--- src/logic/esf_defines.svh ---
// Purpose: constants of the encoder sync follower
// Assumes: included by its bare name
// Notes:   offsets are APB byte addresses
`ifndef ESF_DEFINES_SVH
`define ESF_DEFINES_SVH
`define ESF_CLK_KHZ      20000
`define ESF_FILT_KHZ     500
`define ESF_FILT_CYC     (`ESF_CLK_KHZ / (2 * `ESF_FILT_KHZ))
`define ESF_FILT_CW      5
`define ESF_SAMPLE_US    50
`define ESF_SAMPLE_CYC   (`ESF_SAMPLE_US * `ESF_CLK_KHZ / 1000)
`define ESF_GEAR_MAX     10'h3E8
`define ESF_LINE_MAX     3'h5
`define ESF_LINE_RST     3'h5
`define ESF_PT1_RST      4'h4
`define ESF_QUAD_SHIFT   4'h9
`define ESF_STEP_SHIFT   4'hB
`define ESF_FRAC         8
`define ESF_REG_CTRL     8'h00
`define ESF_REG_LINES    8'h04
`define ESF_REG_OFFSET   8'h08
`define ESF_REG_NUM      8'h0C
`define ESF_REG_DEN      8'h10
`define ESF_REG_PT1      8'h14
`define ESF_REG_STATUS   8'h18
`define ESF_REG_ANGLE    8'h1C
`define ESF_REG_XSYNC    8'h20
`define ESF_REG_NSYNC    8'h24
`define ESF_CTRL_SYNC    2
`define ESF_CTRL_SPSRC   3
`define ESF_CTRL_MODE_LO 4
`define ESF_CTRL_REV     6
`define ESF_CTRL_RESTART 7
`define ESF_LINES_ACT_LO 8
`define ESF_ST_ACT       16
`define ESF_ST_REJ       17
`define ESF_ST_SPERR     18
`endif

--- src/logic/esf_pkg.sv ---
// Purpose: types of the encoder sync follower
// Assumes: esf_defines.svh holds the numbers
// Notes:   one packed state struct per module
package esf_pkg;
`include "esf_defines.svh"
  typedef enum logic [1:0] {ESF_OP_TORQUE = 2'h0, ESF_OP_SPEED = 2'h1,
                            ESF_OP_POS = 2'h2} esf_op_t;
  typedef enum logic [1:0] {ESF_IN_QUAD_Z = 2'h0, ESF_IN_QUAD = 2'h1,
                            ESF_IN_STEP = 2'h2} esf_in_t;
  typedef enum logic {ESF_G_IDLE = 1'h0, ESF_G_RUN = 1'h1} esf_gst_t;
  typedef struct packed {
    logic [2:0]                  s1;
    logic [2:0]                  s2;
    logic [2:0]                  lvl;
    logic [2:0][`ESF_FILT_CW-1:0] cnt;
  } esf_filt_s_t;
  typedef struct packed {
    esf_gst_t           st;
    logic [9:0]         den;
    logic [4:0]         cnt;
    logic [25:0]        dvd;
    logic [25:0]        quo;
    logic [10:0]        pr;
    logic               neg;
    logic               done;
    logic signed [26:0] q;
    logic signed [10:0] r;
  } esf_gear_s_t;
  typedef struct packed {
    esf_op_t            op;
    logic               sync_sel;
    logic               sp_sync;
    esf_in_t            in_mode;
    logic               dir_rev;
    logic [2:0]         line_pend;
    logic [2:0]         line_act;
    logic [15:0]        offset;
    logic [9:0]         num;
    logic [9:0]         den;
    logic [3:0]         pt1_sh;
    logic [15:0]        cnt;
    logic               a_d;
    logic               b_d;
    logic               z_d;
    logic               dir_up;
    logic [9:0]         div_cnt;
    logic               prime;
    logic [15:0]        angle;
    logic [15:0]        ang_prev;
    logic signed [15:0] delta;
    logic               start;
    logic signed [10:0] rem;
    logic signed [31:0] xsync;
    logic signed [39:0] nacc;
    logic               rej;
    logic               sp_err;
    logic               sync_act;
    logic [15:0]        spd_off;
    logic [15:0]        ff_spd;
    logic [31:0]        pos_set;
    logic               pos_en;
    logic [31:0]        prdata;
    logic               pslverr;
  } esf_core_s_t;
endpackage

--- src/logic/esf_link_if.sv ---
// Purpose: filtered levels and gear divider hand-off
// Assumes: all parties on pclk
// Notes:   start and done are one-cycle pulses
`timescale 1ns/1ns
interface esf_link_if;
  logic [2:0]         lvl;
  logic               start;
  logic signed [15:0] delta;
  logic [9:0]         num;
  logic [9:0]         den;
  logic signed [10:0] rem_in;
  logic               done;
  logic signed [26:0] q;
  logic signed [10:0] rem_out;
  modport filt (output lvl);
  modport gear (input start, delta, num, den, rem_in, output done, q, rem_out);
  modport core (input lvl, done, q, rem_out, output start, delta, num, den, rem_in);
endinterface

--- src/logic/esf_follower.sv ---
// Purpose: slave synchronisation input, count to position and speed offsets
// Assumes: APB3 slave, zero wait states, pins asynchronous to pclk
// Notes:   angle sampled every SAMPLE_CYC cycles, gear divider runs per sample
// Behaviour
// - 16-bit counter; zero pulse loads 0 counting up, increments-1 counting down
// - Quadrature pins pass a digital noise filter set for 500 kHz cutoff
// - Count is normalised to a 16-bit angle for any line count
// - Slave offset is added to the angle and direction reversal applied
// - Line count is one of 32, 64, 128, 256, 512 or 1024
// - Gear numerator and denominator set separately, ratio 1:1000 to 1000:1
// - Quadrature input works with the zero pulse used or ignored
// - Step pulse plus direction input is accepted instead
// - Software can reverse the counting direction
// - Angle difference times gear ratio is integrated into position offset
// - Speed offset from same difference, smoothed by first-order low-pass
// - Speed-synchronous mode feeds only the speed offset to speed control
// - Angle-synchronous mode enables position control, speed offset as feed-forward
// - Torque control with synchronisation is rejected, sync selection ignored
// - Speed plus sync needs setpoint source set to the speed offset
// - Positioning plus sync lets a profile ride on the sync motion
// - New line count takes effect only after a controller restart
`timescale 1ns/1ns
`include "esf_defines.svh"
module esf_follower
  import esf_pkg::*;
#(
  parameter int unsigned AW         = 8,
  parameter int unsigned SAMPLE_CYC = `ESF_SAMPLE_CYC,
  parameter int unsigned FILT_CYC   = `ESF_FILT_CYC
)(
  input  wire logic          pclk,
  input  wire logic          presetn,
  input  wire logic [AW-1:0] paddr,
  input  wire logic          psel,
  input  wire logic          penable,
  input  wire logic          pwrite,
  input  wire logic [31:0]   pwdata,
  output logic      [31:0]   prdata,
  output logic               pready,
  output logic               pslverr,
  input  wire logic          sync_connector_a,
  input  wire logic          sync_connector_b,
  input  wire logic          sync_connector_z,
  input  wire logic [31:0]   profile_pos,
  output logic      [15:0]   speed_offset,
  output logic      [15:0]   pos_feedfwd,
  output logic      [31:0]   pos_setpoint,
  output logic               pos_ctrl_en,
  output logic               sync_active
);
  esf_core_s_t        s;
  esf_core_s_t        next_s;
  logic [3:0]         shift;
  logic [15:0]        norm;
  logic [15:0]        zmax_m1;
  logic               a_now;
  logic               b_now;
  logic               z_now;
  logic               step;
  logic               up;
  logic               zero_hit;
  logic               wr;
  logic               hit;
  logic [31:0]        rd;
  logic [15:0]        nsync;
  logic signed [39:0] qx;
  logic               op_ok;
  logic               mode_ok;

  esf_link_if lk ();

  // Noise filter ahead of the decoder
  esf_filter #(
    .FILT_CYC (FILT_CYC)
  ) u_filt (
    .pclk    (pclk),
    .presetn (presetn),
    .pins    ({sync_connector_z, sync_connector_b, sync_connector_a}),
    .lk      (lk)
  );

  esf_gear u_gear (
    .pclk    (pclk),
    .presetn (presetn),
    .lk      (lk)
  );

  assign lk.start  = s.start;
  assign lk.delta  = s.delta;
  assign lk.num    = s.num;
  assign lk.den    = s.den;
  assign lk.rem_in = s.rem;

  always_comb begin
    next_s   = s;
    next_s.start = 1'b0;
    a_now    = lk.lvl[0];
    b_now    = lk.lvl[1];
    z_now    = lk.lvl[2];
    step     = 1'b0;
    up       = 1'b0;
    zero_hit = 1'b0;
    wr       = psel && penable && pwrite;
    hit      = 1'b1;
    rd       = '0;
    qx       = 40'(lk.q);
    nsync    = s.nacc[`ESF_FRAC+15:`ESF_FRAC];
    op_ok    = 1'b1;
    mode_ok  = 1'b1;

    // Quadrature counts four per line, step input one per line
    if (s.in_mode == ESF_IN_STEP) begin
      shift = `ESF_STEP_SHIFT - {1'b0, s.line_act};
    end else begin
      shift = `ESF_QUAD_SHIFT - {1'b0, s.line_act};
    end
    zmax_m1 = (16'h0001 << (5'h10 - {1'b0, shift})) - 16'h0001;

    // Decoder
    if (s.in_mode == ESF_IN_STEP) begin
      step = a_now && !s.a_d;
      up   = b_now;
    end else begin
      step = (a_now ^ s.a_d) ^ (b_now ^ s.b_d);
      up   = a_now ^ s.b_d;
      zero_hit = (s.in_mode == ESF_IN_QUAD_Z) && z_now && !s.z_d;
    end
    next_s.a_d = a_now;
    next_s.b_d = b_now;
    next_s.z_d = z_now;
    if (step) begin
      next_s.dir_up = up;
    end
    if (zero_hit) begin
      next_s.cnt = s.dir_up ? 16'h0000 : zmax_m1;
    end else if (step) begin
      next_s.cnt = up ? s.cnt + 16'h0001 : s.cnt - 16'h0001;
    end

    // Normalise, reverse and offset the angle
    norm = s.cnt << shift;
    next_s.angle = (s.dir_rev ? 16'h0000 - norm : norm) + s.offset;

    // Sample divider and differentiation
    if (s.div_cnt == 10'(SAMPLE_CYC - 1)) begin
      next_s.div_cnt  = '0;
      next_s.ang_prev = s.angle;
      if (s.prime) begin
        next_s.prime = 1'b0;
      end else begin
        next_s.delta = $signed(s.angle - s.ang_prev);
        next_s.start = 1'b1;
      end
    end else begin
      next_s.div_cnt = s.div_cnt + 10'h001;
    end

    // Geared difference into position and filtered speed
    if (lk.done) begin
      next_s.rem   = lk.rem_out;
      next_s.xsync = s.xsync + 32'(lk.q);
      next_s.nacc  = s.nacc + (((qx <<< `ESF_FRAC) - s.nacc) >>> s.pt1_sh);
    end

    // Mode combinations
    next_s.sync_act = s.sync_sel && ((s.op == ESF_OP_SPEED && s.sp_sync) ||
                                     s.op == ESF_OP_POS);
    next_s.sp_err   = s.sync_sel && s.op == ESF_OP_SPEED && !s.sp_sync;
    next_s.spd_off  = (s.sync_act && s.op == ESF_OP_SPEED) ? nsync : 16'h0000;
    next_s.pos_en   = (s.op == ESF_OP_POS);
    next_s.ff_spd   = (s.sync_act && s.op == ESF_OP_POS) ? nsync : 16'h0000;
    next_s.pos_set  = profile_pos +
                      ((s.sync_act && s.op == ESF_OP_POS) ? s.xsync : 32'h0);

    // Register decode
    if (paddr == `ESF_REG_CTRL) begin
      rd[1:0]                                    = s.op;
      rd[`ESF_CTRL_SYNC]                         = s.sync_sel;
      rd[`ESF_CTRL_SPSRC]                        = s.sp_sync;
      rd[`ESF_CTRL_MODE_LO+1:`ESF_CTRL_MODE_LO]  = s.in_mode;
      rd[`ESF_CTRL_REV]                          = s.dir_rev;
    end else if (paddr == `ESF_REG_LINES) begin
      rd[2:0]                                    = s.line_pend;
      rd[`ESF_LINES_ACT_LO+2:`ESF_LINES_ACT_LO]  = s.line_act;
    end else if (paddr == `ESF_REG_OFFSET) begin
      rd[15:0] = s.offset;
    end else if (paddr == `ESF_REG_NUM) begin
      rd[9:0] = s.num;
    end else if (paddr == `ESF_REG_DEN) begin
      rd[9:0] = s.den;
    end else if (paddr == `ESF_REG_PT1) begin
      rd[3:0] = s.pt1_sh;
    end else if (paddr == `ESF_REG_STATUS) begin
      rd[15:0]           = s.cnt;
      rd[`ESF_ST_ACT]    = s.sync_act;
      rd[`ESF_ST_REJ]    = s.rej;
      rd[`ESF_ST_SPERR]  = s.sp_err;
    end else if (paddr == `ESF_REG_ANGLE) begin
      rd[15:0] = s.angle;
    end else if (paddr == `ESF_REG_XSYNC) begin
      rd = s.xsync;
    end else if (paddr == `ESF_REG_NSYNC) begin
      rd[15:0] = nsync;
    end else begin
      hit = 1'b0;
    end

    // Read data and error are caught in the setup cycle
    if (psel && !penable) begin
      next_s.prdata  = rd;
      next_s.pslverr = !hit;
    end

    // Register writes
    if (wr && hit) begin
      if (paddr == `ESF_REG_CTRL) begin
        op_ok   = pwdata[1:0] != 2'h3;
        mode_ok = pwdata[`ESF_CTRL_MODE_LO+1:`ESF_CTRL_MODE_LO] != 2'h3;
        if (op_ok) begin
          next_s.op = esf_op_t'(pwdata[1:0]);
          // Sync request alongside torque control is dropped
          next_s.rej      = (pwdata[1:0] == ESF_OP_TORQUE) && pwdata[`ESF_CTRL_SYNC];
          next_s.sync_sel = (pwdata[1:0] != ESF_OP_TORQUE) && pwdata[`ESF_CTRL_SYNC];
        end
        next_s.sp_sync = pwdata[`ESF_CTRL_SPSRC];
        if (mode_ok) begin
          next_s.in_mode = esf_in_t'(pwdata[`ESF_CTRL_MODE_LO+1:`ESF_CTRL_MODE_LO]);
        end
        next_s.dir_rev = pwdata[`ESF_CTRL_REV];
        if (pwdata[`ESF_CTRL_RESTART]) begin
          // Controller restart: pending line count becomes active
          next_s.line_act = s.line_pend;
          next_s.cnt      = '0;
          next_s.xsync    = '0;
          next_s.nacc     = '0;
          next_s.rem      = '0;
          next_s.prime    = 1'b1;
          next_s.div_cnt  = '0;
          next_s.start    = 1'b0;
        end
      end else if (paddr == `ESF_REG_LINES) begin
        if (pwdata[2:0] <= `ESF_LINE_MAX) begin
          next_s.line_pend = pwdata[2:0];
        end
      end else if (paddr == `ESF_REG_OFFSET) begin
        next_s.offset = pwdata[15:0];
      end else if (paddr == `ESF_REG_NUM) begin
        if (pwdata[31:10] == '0 && pwdata[9:0] != '0 && pwdata[9:0] <= `ESF_GEAR_MAX) begin
          next_s.num = pwdata[9:0];
        end
      end else if (paddr == `ESF_REG_DEN) begin
        if (pwdata[31:10] == '0 && pwdata[9:0] != '0 && pwdata[9:0] <= `ESF_GEAR_MAX) begin
          next_s.den = pwdata[9:0];
        end
      end else if (paddr == `ESF_REG_PT1) begin
        next_s.pt1_sh = pwdata[3:0];
      end
    end
  end

  always_ff @(posedge pclk or negedge presetn) begin
    if (!presetn) begin
      s           <= '0;
      s.line_pend <= `ESF_LINE_RST;
      s.line_act  <= `ESF_LINE_RST;
      s.num       <= 10'h001;
      s.den       <= 10'h001;
      s.pt1_sh    <= `ESF_PT1_RST;
      s.prime     <= 1'b1;
    end else begin
      s <= next_s;
    end
  end

  assign pready       = 1'b1;
  assign prdata       = s.prdata;
  assign pslverr      = s.pslverr;
  assign speed_offset = s.spd_off;
  assign pos_feedfwd  = s.ff_spd;
  assign pos_setpoint = s.pos_set;
  assign pos_ctrl_en  = s.pos_en;
  assign sync_active  = s.sync_act;
endmodule

--- src/logic/esf_filter.sv ---
// Purpose: pin synchroniser and digital noise filter
// Assumes: pins are asynchronous to pclk
// Notes:   a level passes once stable for FILT_CYC cycles
`timescale 1ns/1ns
`include "esf_defines.svh"
module esf_filter
  import esf_pkg::*;
#(
  parameter int unsigned FILT_CYC = `ESF_FILT_CYC
)(
  input  wire logic       pclk,
  input  wire logic       presetn,
  input  wire logic [2:0] pins,
  esf_link_if.filt        lk
);
  esf_filt_s_t s;
  esf_filt_s_t next_s;

  always_comb begin
    next_s    = s;
    next_s.s1 = pins;
    next_s.s2 = s.s1;
    for (int i = 0; i < 3; i++) begin
      if (s.s2[i] == s.lvl[i]) begin
        next_s.cnt[i] = '0;
      end else if (s.cnt[i] == `ESF_FILT_CW'(FILT_CYC - 1)) begin
        next_s.lvl[i] = s.s2[i];
        next_s.cnt[i] = '0;
      end else begin
        next_s.cnt[i] = s.cnt[i] + `ESF_FILT_CW'(1);
      end
    end
  end

  always_ff @(posedge pclk or negedge presetn) begin
    if (!presetn) begin
      s <= '0;
    end else begin
      s <= next_s;
    end
  end

  assign lk.lvl = s.lvl;
endmodule

--- src/logic/esf_gear.sv ---
// Purpose: gear scaling q = (delta * num + rem) / den
// Assumes: den is 1..1000, start only while idle
// Notes:   remainder is fed back so no drift builds up
`timescale 1ns/1ns
module esf_gear
  import esf_pkg::*;
(
  input  wire logic pclk,
  input  wire logic presetn,
  esf_link_if.gear  lk
);
  esf_gear_s_t        s;
  esf_gear_s_t        next_s;
  logic signed [26:0] prod;
  logic [10:0]        trial;
  logic [25:0]        quo_n;
  logic [10:0]        pr_n;
  logic               bit_q;

  always_comb begin
    next_s = s;
    next_s.done = 1'b0;
    prod  = 27'(lk.delta) * 27'($signed({1'b0, lk.num})) + 27'(lk.rem_in);
    trial = {s.pr[9:0], s.dvd[25]};
    bit_q = (trial >= {1'b0, s.den});
    pr_n  = bit_q ? trial - {1'b0, s.den} : trial;
    quo_n = {s.quo[24:0], bit_q};
    case (s.st)
      ESF_G_IDLE: begin
        if (lk.start) begin
          next_s.neg = prod[26];
          next_s.dvd = prod[26] ? 26'(-prod) : prod[25:0];
          next_s.den = lk.den;
          next_s.quo = '0;
          next_s.pr  = '0;
          next_s.cnt = 5'h1A;
          next_s.st  = ESF_G_RUN;
        end
      end
      ESF_G_RUN: begin
        next_s.dvd = {s.dvd[24:0], 1'b0};
        next_s.pr  = pr_n;
        next_s.quo = quo_n;
        next_s.cnt = s.cnt - 5'h1;
        if (s.cnt == 5'h1) begin
          next_s.q    = s.neg ? -$signed({1'b0, quo_n}) : $signed({1'b0, quo_n});
          next_s.r    = s.neg ? -$signed(pr_n) : $signed(pr_n);
          next_s.done = 1'b1;
          next_s.st   = ESF_G_IDLE;
        end
      end
      default: next_s.st = ESF_G_IDLE;
    endcase
  end

  always_ff @(posedge pclk or negedge presetn) begin
    if (!presetn) begin
      s     <= '0;
      s.den <= 10'h001;
    end else begin
      s <= next_s;
    end
  end

  assign lk.done    = s.done;
  assign lk.q       = s.q;
  assign lk.rem_out = s.r;
endmodule

--- config.mk ---
export PLATFORM = sky130hd
export DESIGN_NAME = esf_follower
export DESIGN_NICKNAME = d
export VERILOG_FILES = /design/src/logic/esf_pkg.sv /design/src/logic/esf_link_if.sv /design/src/logic/esf_follower.sv /design/src/logic/esf_filter.sv /design/src/logic/esf_gear.sv
export VERILOG_INCLUDE_DIRS = /design/src /design/src/logic
export SDC_FILE = /design/constraint.sdc
export NUM_CORES = 2
export LEC_CHECK = 0
export ABC_AREA = 1
export BUFFER_PORTS_ARGS = -buffer_cell sky130_fd_sc_hd__clkbuf_2
export CAP_MARGIN = 30
export CELL_PAD_IN_SITES_DETAIL_PLACEMENT = 0
export CELL_PAD_IN_SITES_GLOBAL_PLACEMENT = 1
export CORE_ASPECT_RATIO = 1.75
export CORE_MARGIN = 5
export CORE_UTILIZATION = 47
export DETAILED_ROUTE_END_ITERATION = 16
export PLACE_DENSITY = 0.8
export SLEW_MARGIN = 20
export SYNTH_ARGS = -nofsm -noshare
export SYNTH_HDL_FRONTEND = slang
export SYNTH_SLANG_ARGS = --single-unit
--- constraint.sdc ---
create_clock -name pclk -period 7.5 [get_ports pclk]
set_input_delay 1.125 -clock pclk [delete_from_list [all_inputs] [get_ports pclk]]
set_output_delay 1.125 -clock pclk [all_outputs]
set_load 0.03 [all_outputs]
==> flow_summary_export.csv <==
group,metric,value,unit
synth,netlist.area_leader.share,0.2709,
synth,synth.distinct_cells,65,
synth,synthFlopType,"dfrtp_1",
clocking,cts_buffers,47,
clocking,worst_skew_pair.late_latency,0.64,ns
detailed_routing,viasPerCell,5.459,
power,switching_share,0.5450,
power,p_comb_frac,0.666,
power,ir_drop,0.2693,mV
timing,tns,0,ns
floorplanning,num_rows,144,
global_route,first_global_vias,39650,
power,p_int,8.290,mW
global_route,overflow,0,
timing,rsz0062_at_grt,"no",
worst_setup_path,cp.arrival,6.78,ns
floorplanning,die_w,234.6,µm
synth,yosys_warnings,0,
final_layout,drive_above_1_share,0.06492,
global_route,grt_usage,0.3027,
clocking,cts_tree,"done",
synth,syn_avg_cell_area,7.035,µm²
job,maxCapViolCount,0,
final_layout,final_nets,6403,
clocking,cts_root_buffer,"clkbuf_16",
synth,yosysSeqAreaShare,0.2766,
timing,max_freq,159.6,MHz
timing,period_share,0.8354,
final_layout,multiInputGateArea,0.02487,mm²
synth,synth_edf_count,0,
power,pwr-share-seq,0.187,
floorplanning,die-area,0.09453,mm²
placement,hpwl,116800,µm
timing,min_period,6.265,ns
clocking,post_cts_resized,0,
worst_setup_path,startpoint_type,"register",
timing,hold_viol_final,0,
worst_setup_path,end_kind,"register",
timing,slew_headroom,0.3460,
floorplanning,io_pins,180,
detailed_routing,via_count,38760,
floorplanning,start_util,0.4718,
placement,place_congestion,0.9763,
worst_setup_path,worstPathMaxFanout,21,
clocking,clkTransAtPathRegs,0.09,ns
power,power-per-cell-area,409.5,mW/mm²
worst_setup_path,criticalPathCategory,"register to register",
global_route,grt_first_pass_wirelength,221800,µm
clocking,cts_sinks,458,
detailed_routing,drc_errors,0,
detailed_routing,drt-total-wl,144300,µm
global_route,grt_max_degree,151,
synth,ys_ff_latch,458,
global_route,antenna_found_initial,3,
worst_setup_path,crit_path_max_incr_delay,0.81,ns
synth,async_flop_share,1.000,
floorplanning,dieHeight,403.0,µm
detailed_routing,antenna_left,0,
detailed_routing,first_iter_violations,2510,
timing,fin_worst_skew,0.04035,ns
worst_setup_path,r2r_slack,1.23,ns
timing,fin_ws,1.235,ns
clocking,cts_max_level,2,
clocking,clockBufferDepth,3,
floorplanning,coreArea,0.08792,mm²
timing,drv_slew,0,
worst_setup_path,cp_slowest_cell,"dfrtp_1",
placement,preCtsSetupSlack,1.214,ns
detailed_routing,wl_per_cell,20.33,µm
outcome,status,"finished clean",
power,pwr-share-clk,0.146,
synth,syn_inst,5896,
placement,io_buffers,178,
worst_setup_path,worst_ep_required_time,8.02,ns
worst_setup_path,cp_top_family,"adder cells",
worst_setup_path,crit_buf_inv,6,
synth,ys_top_cells_by_area,"dfrtp_1 (27%), nand2_1 (12%), inv_1 (8.8%)",
power,leakagePower,23.53,nW
clocking,cts_setup_buffers,0,
synth,syn_area,0.04148,mm²
timing,worst_slew_pin_slew,0.9810,ns
final_layout,syn_to_final_growth,7.270,%
timing,setup_viol,0,
clocking,cts-hold-fix-buffers,0,
worst_setup_path,worstPathCellList,"nand2_1 > fa_1 > inv_1 > fa_1 > inv_1 > fa_1 > fa_1 > fa_1 > inv_1 > ha_1 > inv_1 > nor3_1 > nand2_1 > o21bai_1 > nand3_1 > nand3_1 > nand2_1 > buf_4 > inv_1 > o21bai_2 > nand2_1 > nand2_1 > nand3_1 > nand2_1",
detailed_routing,first_pass_iters,6,
final_layout,fillers,9118,
power,switchingPower,9.931,mW
worst_hold_path,hold_class,"register to register",
synth,synth_top_area_cell,"dfrtp_1",
final_layout,ff_latch_area,0.01147,mm²
worst_setup_path,cp_common_cell,"nand2_1",
layout by cell type, fill, tap and decap left out, types with 65 or more instances in the layout:
cell type | synthesis | final
clkbuf_2 | 0 | 177
nand2_1 | 1360 | 1359
nand4_1 | 67 | 67
ha_1 | 262 | 262
xor2_1 | 124 | 124
o21ai_0 | 406 | 405
inv_1 | 969 | 968
nor2_1 | 477 | 476
fa_1 | 168 | 168
nor3_1 | 65 | 65
nand3_1 | 452 | 452
a21oi_1 | 351 | 351
dfrtp_1 | 449 | 448
path summary, 6_finish.rpt:
kind,start,end,cells past startpoint
max,lk.num[3],u_gear.s[98],24
max reg2reg,lk.num[3],u_gear.s[98],24
min,u_filt.next_s[18],u_filt.s[18],0
max in group asynchronous,presetn,u_filt.s[13],2
min in group asynchronous,presetn,speed_offset[13],1
min reg2reg,u_filt.next_s[18],u_filt.s[18],0
kinds of logic (layout without fill, tap and decap cells):
| kind of cell | after synthesis | in the layout | synth area share |
|---|---|---|---|
| AO/OA/AOI/OAI | 1059 | 1059 | 0.1457 |
| XOR/XNOR | 183 | 183 | 0.03864 |
| adder cells (fa/ha/maj) | 430 | 430 | 0.1601 |
| buffers and inverters | 1258 | 1291 | 0.1241 |
| flip-flops | 458 | 458 | 0.2766 |
| multiplexers | 10 | 10 | 0.002655 |
| other | 1 | 3 | 0.00009041 |
| AND/OR/NAND/NOR | 2497 | 2497 | 0.2521 |
sequential cells by signal, indices dropped and copies added, names as in the netlist, 11 cells and up:
register	cells
prdata	32
speed_offset	16
lk.delta	16
u_gear.quo_n	25
pos_feedfwd	16
pos_setpoint	32
u_filt.s	18
nsync	16
u_gear.s	53
u_gear.lk.q	27
u_gear.lk.rem_out	11
s	154
lk.rem_in	11
Yosys cell counts (all sizes together) (2+ instances only):
library cell,instances
a2111oi,2
a211oi,21
a21boi,6
a21o,24
a21oi,353
a221oi,15
a22oi,19
a311oi,2
a31o,5
a31oi,25
and2,4
and3,4
buf,135
clkbuf,140
clkinv,4
dfrtp,449
dfstp,9
fa,168
ha,262
inv,979
mux2,8
mux2i,2
nand2,1368
nand3,453
nand3b,13
nand4,68
nor2,484
nor3,67
nor3b,2
nor4,15
o2111ai,4
o211ai,58
o21a,9
o21ai,426
o21bai,25
o221ai,16
o22ai,37
o311ai,2
o31ai,7
or2,19
xnor2,59
xor2,124
cell type report:
| class | instances | share of cell area |
|---|---|---|
| multi-input combinational | 4181 | 0.5589 |
| sequential | 458 | 0.2579 |
| inverter | 983 | 0.08296 |
| tap | 1168 | 0.03284 |
| clock buffer | 69 | 0.03124 |
| timing repair buffer | 222 | 0.02913 |
| clock inverter | 17 | 0.007030 |
| antenna | 1 | 0.00005624 |
per-layer routing:
metal,global-route usage,routed length [µm],vias up
met5,0,23,-
met4,0.1990,12090,4
met3,0.02810,5381,424
met2,0.5638,75260,1025
met1,0.3187,51540,18370
li1,-,-,18930
power by group through the flow:
| stage | logic, mW | registers (mW) | clock network (mW) |
|---|---|---|---|
| global placement | 12.0 | 3.44 | 0 |
| floorplan | 8.55 | 3.22 | 0 |
| CTS | 12.1 | 3.41 | 2.72 |
| global route | 13.6 | 3.45 | 2.79 |
| detailed placement | 12.0 | 3.45 | 0 |
| finish | 12.1 | 3.41 | 2.67 |
through the flow:
step	total power [mW]	area [µm²]	utilization	hold slack, ns	cells
CTS	18.24	44450	0.5055	0.3512	7095
global placement	15.43	42720	0.4859	0.3321	7007
finish	18.22	44490	0.5060	0.3515	7099
detailed placement	15.48	42750	0.4862	0.3364	7009
floorplan	11.77	41480	-	0.3312	5897
global route	19.82	44490	0.5060	0.3587	7098
(Power assumes the default switching activity.)
